--- config.mk ---
export PLATFORM = sky130hd
export DESIGN_NAME = ccss_core
export DESIGN_NICKNAME = d
export VERILOG_FILES = /design/src/core/ccss_core.v
export VERILOG_INCLUDE_DIRS = /design/src /design/src/inc
export SDC_FILE = /design/constraint.sdc
export NUM_CORES = 1
export LEC_CHECK = 0
export BUFFER_PORTS_ARGS = -buffer_cell sky130_fd_sc_hd__buf_4
export CORE_ASPECT_RATIO = 0.5
export CORE_MARGIN = 1
export CORE_UTILIZATION = 40
export CTS_BUF_LIST = sky130_fd_sc_hd__clkbuf_2
export DETAILED_ROUTE_END_ITERATION = 10
export GPL_TIMING_DRIVEN = 0
export HOLD_SLACK_MARGIN = 0.1
export SYNTH_ARGS = -nofsm -noshare
export SYNTH_HDL_FRONTEND = slang
export SYNTH_SLANG_ARGS = --single-unit
export TNS_END_PERCENT = 10
--- constraint.sdc ---
create_clock -name clk -period 6.1 [get_ports clk]
set_clock_uncertainty 0.15 [all_clocks]
set_input_delay 0.61 -clock clk [delete_from_list [all_inputs] [get_ports clk]]
set_output_delay 0.61 -clock clk [all_outputs]
set_load 0.02 [all_outputs]
--- src/inc/ccss_map.vh ---
`ifndef CCSS_MAP_VH
`define CCSS_MAP_VH
// ============================================================
// Widths
`define CCSS_PC_W      10
`define CCSS_PAGE_W    3
`define CCSS_OFS_W     7
`define CCSS_SP_W      2
`define CCSS_DATA_W    10
`define CCSS_ADDR_W    4
// ============================================================
// Register offsets
`define CCSS_REG_PORTD  4'h0
`define CCSS_REG_PORTE  4'h1
`define CCSS_REG_PORTG  4'h2
`define CCSS_REG_MODULATED_OUTPUT_PORT   4'h3
`define CCSS_REG_CSEL   4'h4
`define CCSS_REG_TCTL   4'h5
`define CCSS_REG_PDN    4'h6
`define CCSS_REG_GATE   4'h7
`define CCSS_REG_PC     4'h8
`define CCSS_REG_DP     4'h9
`define CCSS_REG_WORK   4'hA
`define CCSS_REG_BYTE   4'hB
`define CCSS_REG_TPAGE  4'hC
// ============================================================
// Opcodes
`define CCSS_OP_NOP    4'h0
`define CCSS_OP_LA     4'h1
`define CCSS_OP_LB     4'h2
`define CCSS_OP_TEAB   4'h3
`define CCSS_OP_TDA    4'h4
`define CCSS_OP_LXY    4'h5
`define CCSS_OP_INY    4'h6
`define CCSS_OP_SEA    4'h7
`define CCSS_OP_BR     4'h8
`define CCSS_OP_CALL   4'h9
`define CCSS_OP_RT     4'hA
`define CCSS_OP_RTS    4'hB
`define CCSS_OP_TABLE_READ_CALL   4'hC
// ============================================================
// Cycle counts and reset values
`define CCSS_CYC_ONE   2'h1
`define CCSS_CYC_TWO   2'h2
`define CCSS_CYC_TABLE_READ_CALL  2'h3
`define CCSS_SP_RST    2'h3
`define CCSS_SP_BACKUP 2'h3
`define CCSS_ZERO10    10'h000
`endif

--- src/core/ccss_core.v ---
`timescale 1ns/1ns
// Contract
// RULE_01: The program counter is 10 bits, a 3-bit page over a 7-bit offset.
// RULE_02: The return stack has four 10-bit entries indexed by a 2-bit stack pointer.
// RULE_03: The 6-bit data pointer is the 2-bit upper index joined to the 4-bit lower index.
// RULE_04: There are two 4-bit working registers, an 8-bit byte latch and a 3-bit table page.
// RULE_05: There are an 8-bit port, a 3-bit port, a 4-bit port and a 1-bit modulated port.
// RULE_06: Carrier select, timer control and pull-down control are 3 bits, gate select 2 bits.
// RULE_07: A taken skip nullifies the next instruction rather than adding two to the counter.
// RULE_08: A nullified instruction takes as many cycles as if it had executed.
// RULE_09: A nullified table read call, return or return-and-skip takes one cycle only.
// RULE_10: After reset a port stays undriven until software writes zero to its latch.
// RULE_11: Software should rewrite the port latches now and then against corruption.
// RULE_12: Software stops the first timer before changing its count source.
// RULE_13: Software avoids writing the reload value at the first timer's underflow.
// RULE_14: Program flow never takes the counter past the last implemented page.
// RULE_15: Entering back-up sets the stack pointer to 3, keeping RAM and pull-down control.
// RULE_16: A true test sets a pending skip, cleared once the next slot is nullified.
`include "ccss_map.vh"

module ccss_core
(
	// Clock, reset, enable
	input  wire                      clk,
	input  wire                      srst,
	input  wire                      ce,
	// Instruction slot
	input  wire                      instr_valid,
	input  wire [3:0]                instr_op,
	input  wire [9:0]                instr_arg,
	output wire                      instr_ready,
	output reg  [`CCSS_PC_W-1:0]     program_counter,
	output wire [`CCSS_PC_W-1:0]     table_addr,
	input  wire [7:0]                rom_data,
	input  wire                      backup_enter,
	// Register port
	input  wire [`CCSS_ADDR_W-1:0]   reg_addr,
	input  wire [`CCSS_DATA_W-1:0]   reg_wdata,
	input  wire                      reg_we,
	input  wire                      reg_re,
	output reg  [`CCSS_DATA_W-1:0]   reg_rdata,
	// Ports
	output reg  [7:0]                port_d_out,
	output reg                       port_d_oe,
	output reg  [2:0]                port_e_out,
	output reg                       port_e_oe,
	output reg  [3:0]                port_g_out,
	output reg                       port_g_oe,
	output reg                       modulated_output_port,
	output reg                       modulated_output_oe,
	// Control registers
	output reg  [2:0]                carrier_select,
	output reg  [2:0]                timer_control_bits,
	output reg  [2:0]                pulldown_control,
	output reg  [1:0]                gate_function_select
);

	// ============================================================
	// Core state
	reg  [`CCSS_PC_W-1:0] return_address_stack [0:3];            // RULE_02
	reg  [`CCSS_SP_W-1:0] stack_pointer;
	reg  [1:0]            index_upper;
	reg  [3:0]            index_lower;
	reg  [3:0]            acc;
	reg  [3:0]            acc_b;
	reg  [7:0]            byte_wide_latch;
	reg  [2:0]            table_page_register;
	reg                   skip_pending;
	reg  [1:0]            busy_cnt;
	reg                   table_read_call_load;
	wire [5:0]            data_pointer;
	wire [`CCSS_PC_W-1:0] pc_next;
	wire [`CCSS_SP_W-1:0] sp_up;
	wire                  take;
	reg  [1:0]            op_cycles;
	reg  [1:0]            null_cycles;

	assign data_pointer = {index_upper, index_lower};                // RULE_03
	// Page bits roll over into the next page on purpose; staying in range is software's job.
	assign pc_next      = program_counter + 10'h001;                  // RULE_01
	assign sp_up        = stack_pointer + 2'h1;
	assign instr_ready  = (busy_cnt == 2'h0);
	assign take         = ce & instr_valid & instr_ready;
	assign table_addr   = {instr_arg[`CCSS_PAGE_W-1:0], table_page_register, acc};

	// ============================================================
	// Cycle accounting
	always @*
	begin
		case (instr_op)
			`CCSS_OP_CALL: op_cycles = `CCSS_CYC_TWO;
			`CCSS_OP_RT:   op_cycles = `CCSS_CYC_TWO;
			`CCSS_OP_RTS:  op_cycles = `CCSS_CYC_TWO;
			`CCSS_OP_TABLE_READ_CALL: op_cycles = `CCSS_CYC_TABLE_READ_CALL;
			default:       op_cycles = `CCSS_CYC_ONE;
		endcase
		null_cycles = op_cycles;                                     // RULE_08
		if (instr_op == `CCSS_OP_RT || instr_op == `CCSS_OP_RTS ||
		    instr_op == `CCSS_OP_TABLE_READ_CALL)
		begin
			null_cycles = `CCSS_CYC_ONE;                             // RULE_09
		end
	end

	// ============================================================
	// Sequencer
	always @(posedge clk)
	begin
		if (srst)
		begin
			program_counter     <= `CCSS_ZERO10;
			stack_pointer       <= `CCSS_SP_RST;
			index_upper         <= 2'h0;
			index_lower         <= 4'h0;
			acc                 <= 4'h0;
			acc_b               <= 4'h0;
			byte_wide_latch     <= 8'h00;
			table_page_register <= 3'h0;
			skip_pending        <= 1'b0;
			busy_cnt            <= 2'h0;
			table_read_call_load           <= 1'b0;
		end
		else if (ce)
		begin
			if (backup_enter)
			begin
				// Return address state is lost in back-up; RAM lives outside this block.
				program_counter <= `CCSS_ZERO10;
				stack_pointer   <= `CCSS_SP_BACKUP;                  // RULE_15
				skip_pending    <= 1'b0;
				busy_cnt        <= 2'h0;
				table_read_call_load       <= 1'b0;
			end
			else if (take && skip_pending)
			begin
				// The slot is spent; only the counter, the pending skip and the busy count change.
				program_counter <= pc_next;                          // RULE_07
				skip_pending    <= 1'b0;                             // RULE_16
				busy_cnt        <= null_cycles - 2'h1;               // RULE_08
			end
			else if (take)
			begin
				busy_cnt        <= op_cycles - 2'h1;
				program_counter <= pc_next;
				case (instr_op)
					`CCSS_OP_LA:   acc <= instr_arg[3:0];
					`CCSS_OP_LB:   acc_b <= instr_arg[3:0];
					`CCSS_OP_TEAB: byte_wide_latch <= {acc_b, acc};  // RULE_04
					`CCSS_OP_TDA:  table_page_register <= acc[2:0];
					`CCSS_OP_LXY:
					begin
						index_upper <= instr_arg[5:4];
						index_lower <= instr_arg[3:0];
					end
					`CCSS_OP_INY:  index_lower <= index_lower + 4'h1;
					`CCSS_OP_SEA:  skip_pending <= (acc == instr_arg[3:0]); // RULE_16
					`CCSS_OP_BR:   program_counter <= instr_arg;
					`CCSS_OP_CALL:
					begin
						stack_pointer                <= sp_up;
						return_address_stack[sp_up]  <= pc_next;     // RULE_02
						program_counter              <= instr_arg;
					end
					`CCSS_OP_RT:
					begin
						program_counter <= return_address_stack[stack_pointer];
						stack_pointer   <= stack_pointer - 2'h1;
					end
					`CCSS_OP_RTS:
					begin
						program_counter <= return_address_stack[stack_pointer];
						stack_pointer   <= stack_pointer - 2'h1;
						skip_pending    <= 1'b1;                     // RULE_07
					end
					`CCSS_OP_TABLE_READ_CALL: table_read_call_load <= 1'b1;
					default:       acc <= acc;
				endcase
			end
			else
			begin
				if (busy_cnt != 2'h0)
				begin
					busy_cnt <= busy_cnt - 2'h1;
				end
				// Table data is taken in the last busy cycle, when the memory has settled.
				if (table_read_call_load && busy_cnt == 2'h1)
				begin
					acc_b     <= rom_data[7:4];
					acc       <= rom_data[3:0];
					table_read_call_load <= 1'b0;
				end
			end
		end
	end

	// ============================================================
	// Register port
	always @(posedge clk)
	begin
		if (srst)
		begin
			port_d_out            <= 8'h00;
			port_d_oe             <= 1'b0;
			port_e_out            <= 3'h0;
			port_e_oe             <= 1'b0;
			port_g_out            <= 4'h0;
			port_g_oe             <= 1'b0;
			modulated_output_port <= 1'b0;
			modulated_output_oe   <= 1'b0;
			carrier_select        <= 3'h0;
			timer_control_bits    <= 3'h0;
			pulldown_control      <= 3'h0;
			gate_function_select  <= 2'h0;
			reg_rdata             <= `CCSS_ZERO10;
		end
		else if (ce)
		begin
			if (backup_enter)
			begin
				// Pull-down, carrier select, modulated port and output enables survive back-up; ports D, E, G, timer control and gate select start over.
				port_d_out           <= 8'h00;
				port_e_out           <= 3'h0;
				port_g_out           <= 4'h0;
				timer_control_bits   <= 3'h0;
				gate_function_select <= 2'h0;                        // RULE_15
			end
			else if (reg_we)
			begin
				case (reg_addr)
					`CCSS_REG_PORTD:
					begin
						port_d_out <= reg_wdata[7:0];                // RULE_05
						if (reg_wdata[7:0] == 8'h00) port_d_oe <= 1'b1; // RULE_10
					end
					`CCSS_REG_PORTE:
					begin
						port_e_out <= reg_wdata[2:0];
						if (reg_wdata[2:0] == 3'h0) port_e_oe <= 1'b1; // RULE_10
					end
					`CCSS_REG_PORTG:
					begin
						port_g_out <= reg_wdata[3:0];
						if (reg_wdata[3:0] == 4'h0) port_g_oe <= 1'b1; // RULE_10
					end
					`CCSS_REG_MODULATED_OUTPUT_PORT:
					begin
						modulated_output_port <= reg_wdata[0];
						if (!reg_wdata[0]) modulated_output_oe <= 1'b1; // RULE_10
					end
					`CCSS_REG_CSEL: carrier_select       <= reg_wdata[2:0]; // RULE_06
					`CCSS_REG_TCTL: timer_control_bits   <= reg_wdata[2:0];
					`CCSS_REG_PDN:  pulldown_control     <= reg_wdata[2:0];
					`CCSS_REG_GATE: gate_function_select <= reg_wdata[1:0];
					default:        carrier_select       <= carrier_select;
				endcase
			end
			if (reg_re)
			begin
				case (reg_addr)
					`CCSS_REG_PORTD: reg_rdata <= {2'h0, port_d_out};
					`CCSS_REG_PORTE: reg_rdata <= {7'h00, port_e_out};
					`CCSS_REG_PORTG: reg_rdata <= {6'h00, port_g_out};
					`CCSS_REG_MODULATED_OUTPUT_PORT:  reg_rdata <= {9'h000, modulated_output_port};
					`CCSS_REG_CSEL:  reg_rdata <= {7'h00, carrier_select};
					`CCSS_REG_TCTL:  reg_rdata <= {7'h00, timer_control_bits};
					`CCSS_REG_PDN:   reg_rdata <= {7'h00, pulldown_control};
					`CCSS_REG_GATE:  reg_rdata <= {8'h00, gate_function_select};
					`CCSS_REG_PC:    reg_rdata <= program_counter;
					`CCSS_REG_DP:    reg_rdata <= {skip_pending, stack_pointer, 1'b0, data_pointer};
					`CCSS_REG_WORK:  reg_rdata <= {2'h0, acc_b, acc};
					`CCSS_REG_BYTE:  reg_rdata <= {2'h0, byte_wide_latch};
					`CCSS_REG_TPAGE: reg_rdata <= {7'h00, table_page_register};
					default:         reg_rdata <= `CCSS_ZERO10;
				endcase
			end
			else
			begin
				reg_rdata <= `CCSS_ZERO10;
			end
		end
	end

endmodule

==> key figures <==
Placement
  • Cell Area, Placed: ~7200 um^2
  • I/O Buffers: 96
  • DP HPWL: 14200 um
  • Final GP Congestion: 0.926

Worst hold path
  • Worst min-delay path class: input port to register
  • Hold_sp: rom_data[1]
  • Min-Delay Path Depth: 3
  • Hold Path Sink: acc[1]

Setup path
  • Worst Setup End Kind: register
  • Critical path class: register to register
  • Start of the worst register-to-register path: busy_cnt[0]
  • Worst r2r path cells: 8
  • RR Endpoint: return_address_stack[3][6]
  • CP required: ~6.3 ns
  • R2R Setup Slk: 3.22 ns
  • Worst EP arrival: 3.07 ns
  • CP max FO: 10
  • Startpoint Class: register

CTS
  • CTS Buf Count: 17
  • CTS tree: built
  • CTS max path bufs: 2
  • CTS root buf: clkbuf_2
  • CTS Sinks: approximately 120
  • Worst-skew pair later-pin latency: around 0.72 ns
  • H-Tree Level Count: 4
  • Clk slew on worst S/H paths: approximately 0.22 ns

STA
  • RSZ-0062 raised after global routing: no
  • Final Critical Period: 2.88 ns
  • Total Neg Setup Slack: 0 ns
  • Max Clk Rate: approximately 350 MHz
  • Rel. slew slack: between 40% and 50%
  • Fin crit share: ~47%
  • Final Hold Viols: 0
  • Final setup fails: 0
  • Slew Viols, Final: 0
  • Actual slew at the worst max-slew pin: 0.882 ns

Die
  • Die area: 16200 um^2
  • DIE WIDTH: approximately 180 um
  • IO Pins: 105
  • Chip height: 90.4 um
  • Row cnt: 31
  • Initial Util: between 40% and 50%
  • Core area: 14900 um^2

Global route
  • Total GRT Usage: 24.8%
  • Global-route wire length before repair: 30000 um
  • Vias in the first global route: ~5100
  • GRT Residual Overflow: 0
  • Initial antenna violation count: 0
  • Largest net degree at the start of global routing: 17

Cells and area
  • Fin area: 7570 um^2
  • Total Nets Final: a little over 800
  • Fillcell total: 1388
  • Layout cells sized above 1: 23.2%
  • Ant diodes: 0
  • Area growth syn-to-layout: 21.1%

Power and ir drop
  • Combinational power share: 12.4%
  • Max VDD drop: 0.0890 mV
  • Flop pwr share: between 50% and 60%
  • Lkg Pwr: between 0.002 and 0.003 uW
  • Pwr dens: 209 nW/um^2
  • Clock share of power: 32.5%
  • Net Sw Frac: between 30% and 40%
  • P_sw: 495 uW
  • Int Power: ~1100 uW

Drt
  • Total wire length: 19800 um
  • Final ANT Viol Nets: 0
  • DRC: 0
  • Vias/cell: 5.79
  • DRT Pass-1 Iters: 6
  • DRT iter0 DRCs: 507
  • Via count: 5590
  • WL per Instance: 20.5 um

Synth
  • Syn_nets: 678
  • Ranking of synthesized cells by area: dfxtp_1 (27%), edfxtp_1 (19%), mux2i_1 (6.7%)
  • Post-Syn Area: 6250 um^2
  • Commonest cells in the netlist: dfxtp_1 (84), nor2_1 (47), a21oi_1 (44), nand2_1 (43), mux2i_1 (42)
  • Yosys cell types: 72
  • Post-Syn Instances: about 630
  • Largest area contributor in the netlist: dfxtp_1
  • YS warnings: 0
  • Mean post-synth cell area: 9.96 um^2
  • Synth Flop Type: dfxtp_1
  • Yosys top cell area share: between 20% and 30%
  • FFs w/ async S/R, synth: 0%
  • Top-count cell post-synth: dfxtp_1
  • Number of synthesized register bits: 124
  • Sequential area share after synthesis: 46.1%
  • EDFF count, synth: 40

Job
  • Max-Cap Viols: 0

Status
  • Status: finished, final reports clean
[metal layers]
| metal | wire (um) | up-vias | global-route usage [%] |
|---|---|---|---|
| li1 | - | 2594 | - |
| met5 | 0 | - | 0 |
| met2 | 9000 | 236 | 38.4 |
| met1 | 9250 | 2736 | 34.8 |
| met4 | 216 | 0 | 5.93 |
| met3 | 1340 | 24 | 5.64 |
[worst max-delay path, stage by stage (launching register included)]
cell and delay [ns]:
dfxtp_1 0.38, inv_1 0.08, ha_1 0.17, buf_4 0.16, nand4b_4 0.18, or2_0 0.24, clkbuf_1 0.20, nor3_1 0.36
and2_1 0.58
[layout by cell type, fill, tap and decap left out, drive strengths merged, types with 3 or more instances in the layout]
cell and count:
nor4 9, a31oi 14, nand2b 11, nand3 11, or3 3, inv 23
dlygate4sd3 13, a211o 4, mux2 5, a311oi 9, a21oi 45, nand2 43
nor3 17, nand3b 3, buf 117, mux4 12, a21o 6, nor3b 10
a211oi 10, o211ai 3, mux2i 42, edfxtp 40, ha 8, clkinv 4
nand4 4, and2 8, o32ai 4, and3 6, dfxtp 84, or2 3
xnor2 7, nor2b 17, clkinvlp 3, xor2 4, o21ai 41, a32o 3
o31ai 5, clkbuf 40, nor2 47
[how the worst max path moves through the flow]
stage | from | endpoint | slack [ns] | depth (start not counted)
floorplan | busy_cnt[0] | return_address_stack[0][0] | 3.65 | 8
CTS | busy_cnt[0] | return_address_stack[3][6] | 3.19 | 8
finish | busy_cnt[0] | return_address_stack[3][6] | 3.22 | 8
detailed placement | backup_enter | return_address_stack[3][3] | 3.15 | 6
global placement | backup_enter | return_address_stack[1][3] | 3.20 | 6
global route | busy_cnt[0] | return_address_stack[3][6] | 2.92 | 8
[through the flow]
| step | utilization, % | total power [uW] | hold slack (ns) | setup WS (ns) | cells |
|---|---|---|---|---|---|
| after global placement | 48.6 | 1070 | 0.290 | 3.20 | 921 |
| final | 50.9 | 1580 | 0.129 | 3.22 | 966 |
| after detailed placement | 48.6 | 1080 | 0.300 | 3.15 | 921 |
| after CTS | 50.7 | 1580 | 0.107 | 3.19 | 962 |
| after floorplan | - | 996 | 0.282 | 3.65 | 627 |
| after global routing | 50.9 | 1640 | 0.103 | 2.92 | 966 |
[power groups by stage]
stage / Sequential [uW] / Clock [uW] / Combinational, uW
after floorplan: 890 / 0 / 106
after global placement: 889 / 0 / 186
after detailed placement: 889 / 0 / 186
after CTS: 872 / 518 / 192
after global routing: 874 / 560 / 209
final: 873 / 514 / 197
[logic make-up (layout without fill, tap and decap cells)]
| logic type | after synthesis | after routing | share of synthesized area, % |
|---|---|---|---|
| mux | 59 | 59 | 12.0 |
| xor+xnor | 11 | 11 | 1.54 |
| simple gates | 199 | 199 | 17.2 |
| flops | 124 | 124 | 46.1 |
| buf+inv | 60 | 201 | 4.15 |
| fa+ha+maj | 8 | 8 | 1.60 |
| compound gates | 166 | 166 | 17.4 |
[sequential cells by signal, indices dropped and copies added (netlist names), 3 cells and up, named ones only]
register,cells
index_lower,4
return_address_stack,40
port_d_out,8
timer_control_bits,3
carrier_select,3
port_g_out,4
table_page_register,3
byte_wide_latch,8
acc,4
pulldown_control,3
port_e_out,3
acc_b,4
reg_rdata,10
program_counter,10
[area by class of cell]
class | instances | area (um^2) | area share [%]
repair buffers | 109 | 851 | 11.2
plain buffers | 44 | 199 | 2.63
flip-flops and latches | 124 | 2880 | 38.1
clock buffers | 17 | 85.1 | 1.12
clock inverters | 15 | 136 | 1.80
multi-input cells | 443 | 3110 | 41.0
inverters | 16 | 60.1 | 0.794
well taps | 198 | 248 | 3.27
[timing repair]
| item | in CTS | in global routing |
|---|---|---|
| endpoints found under the setup margin | 0 | 0 |
| resized for setup | 0 | 0 |
| hold buffers | 9 | 4 |
| endpoints found under the hold margin | 15 | 7 |
| setup buffers | 0 | 0 |
Power figures use the tool's default switching activity.
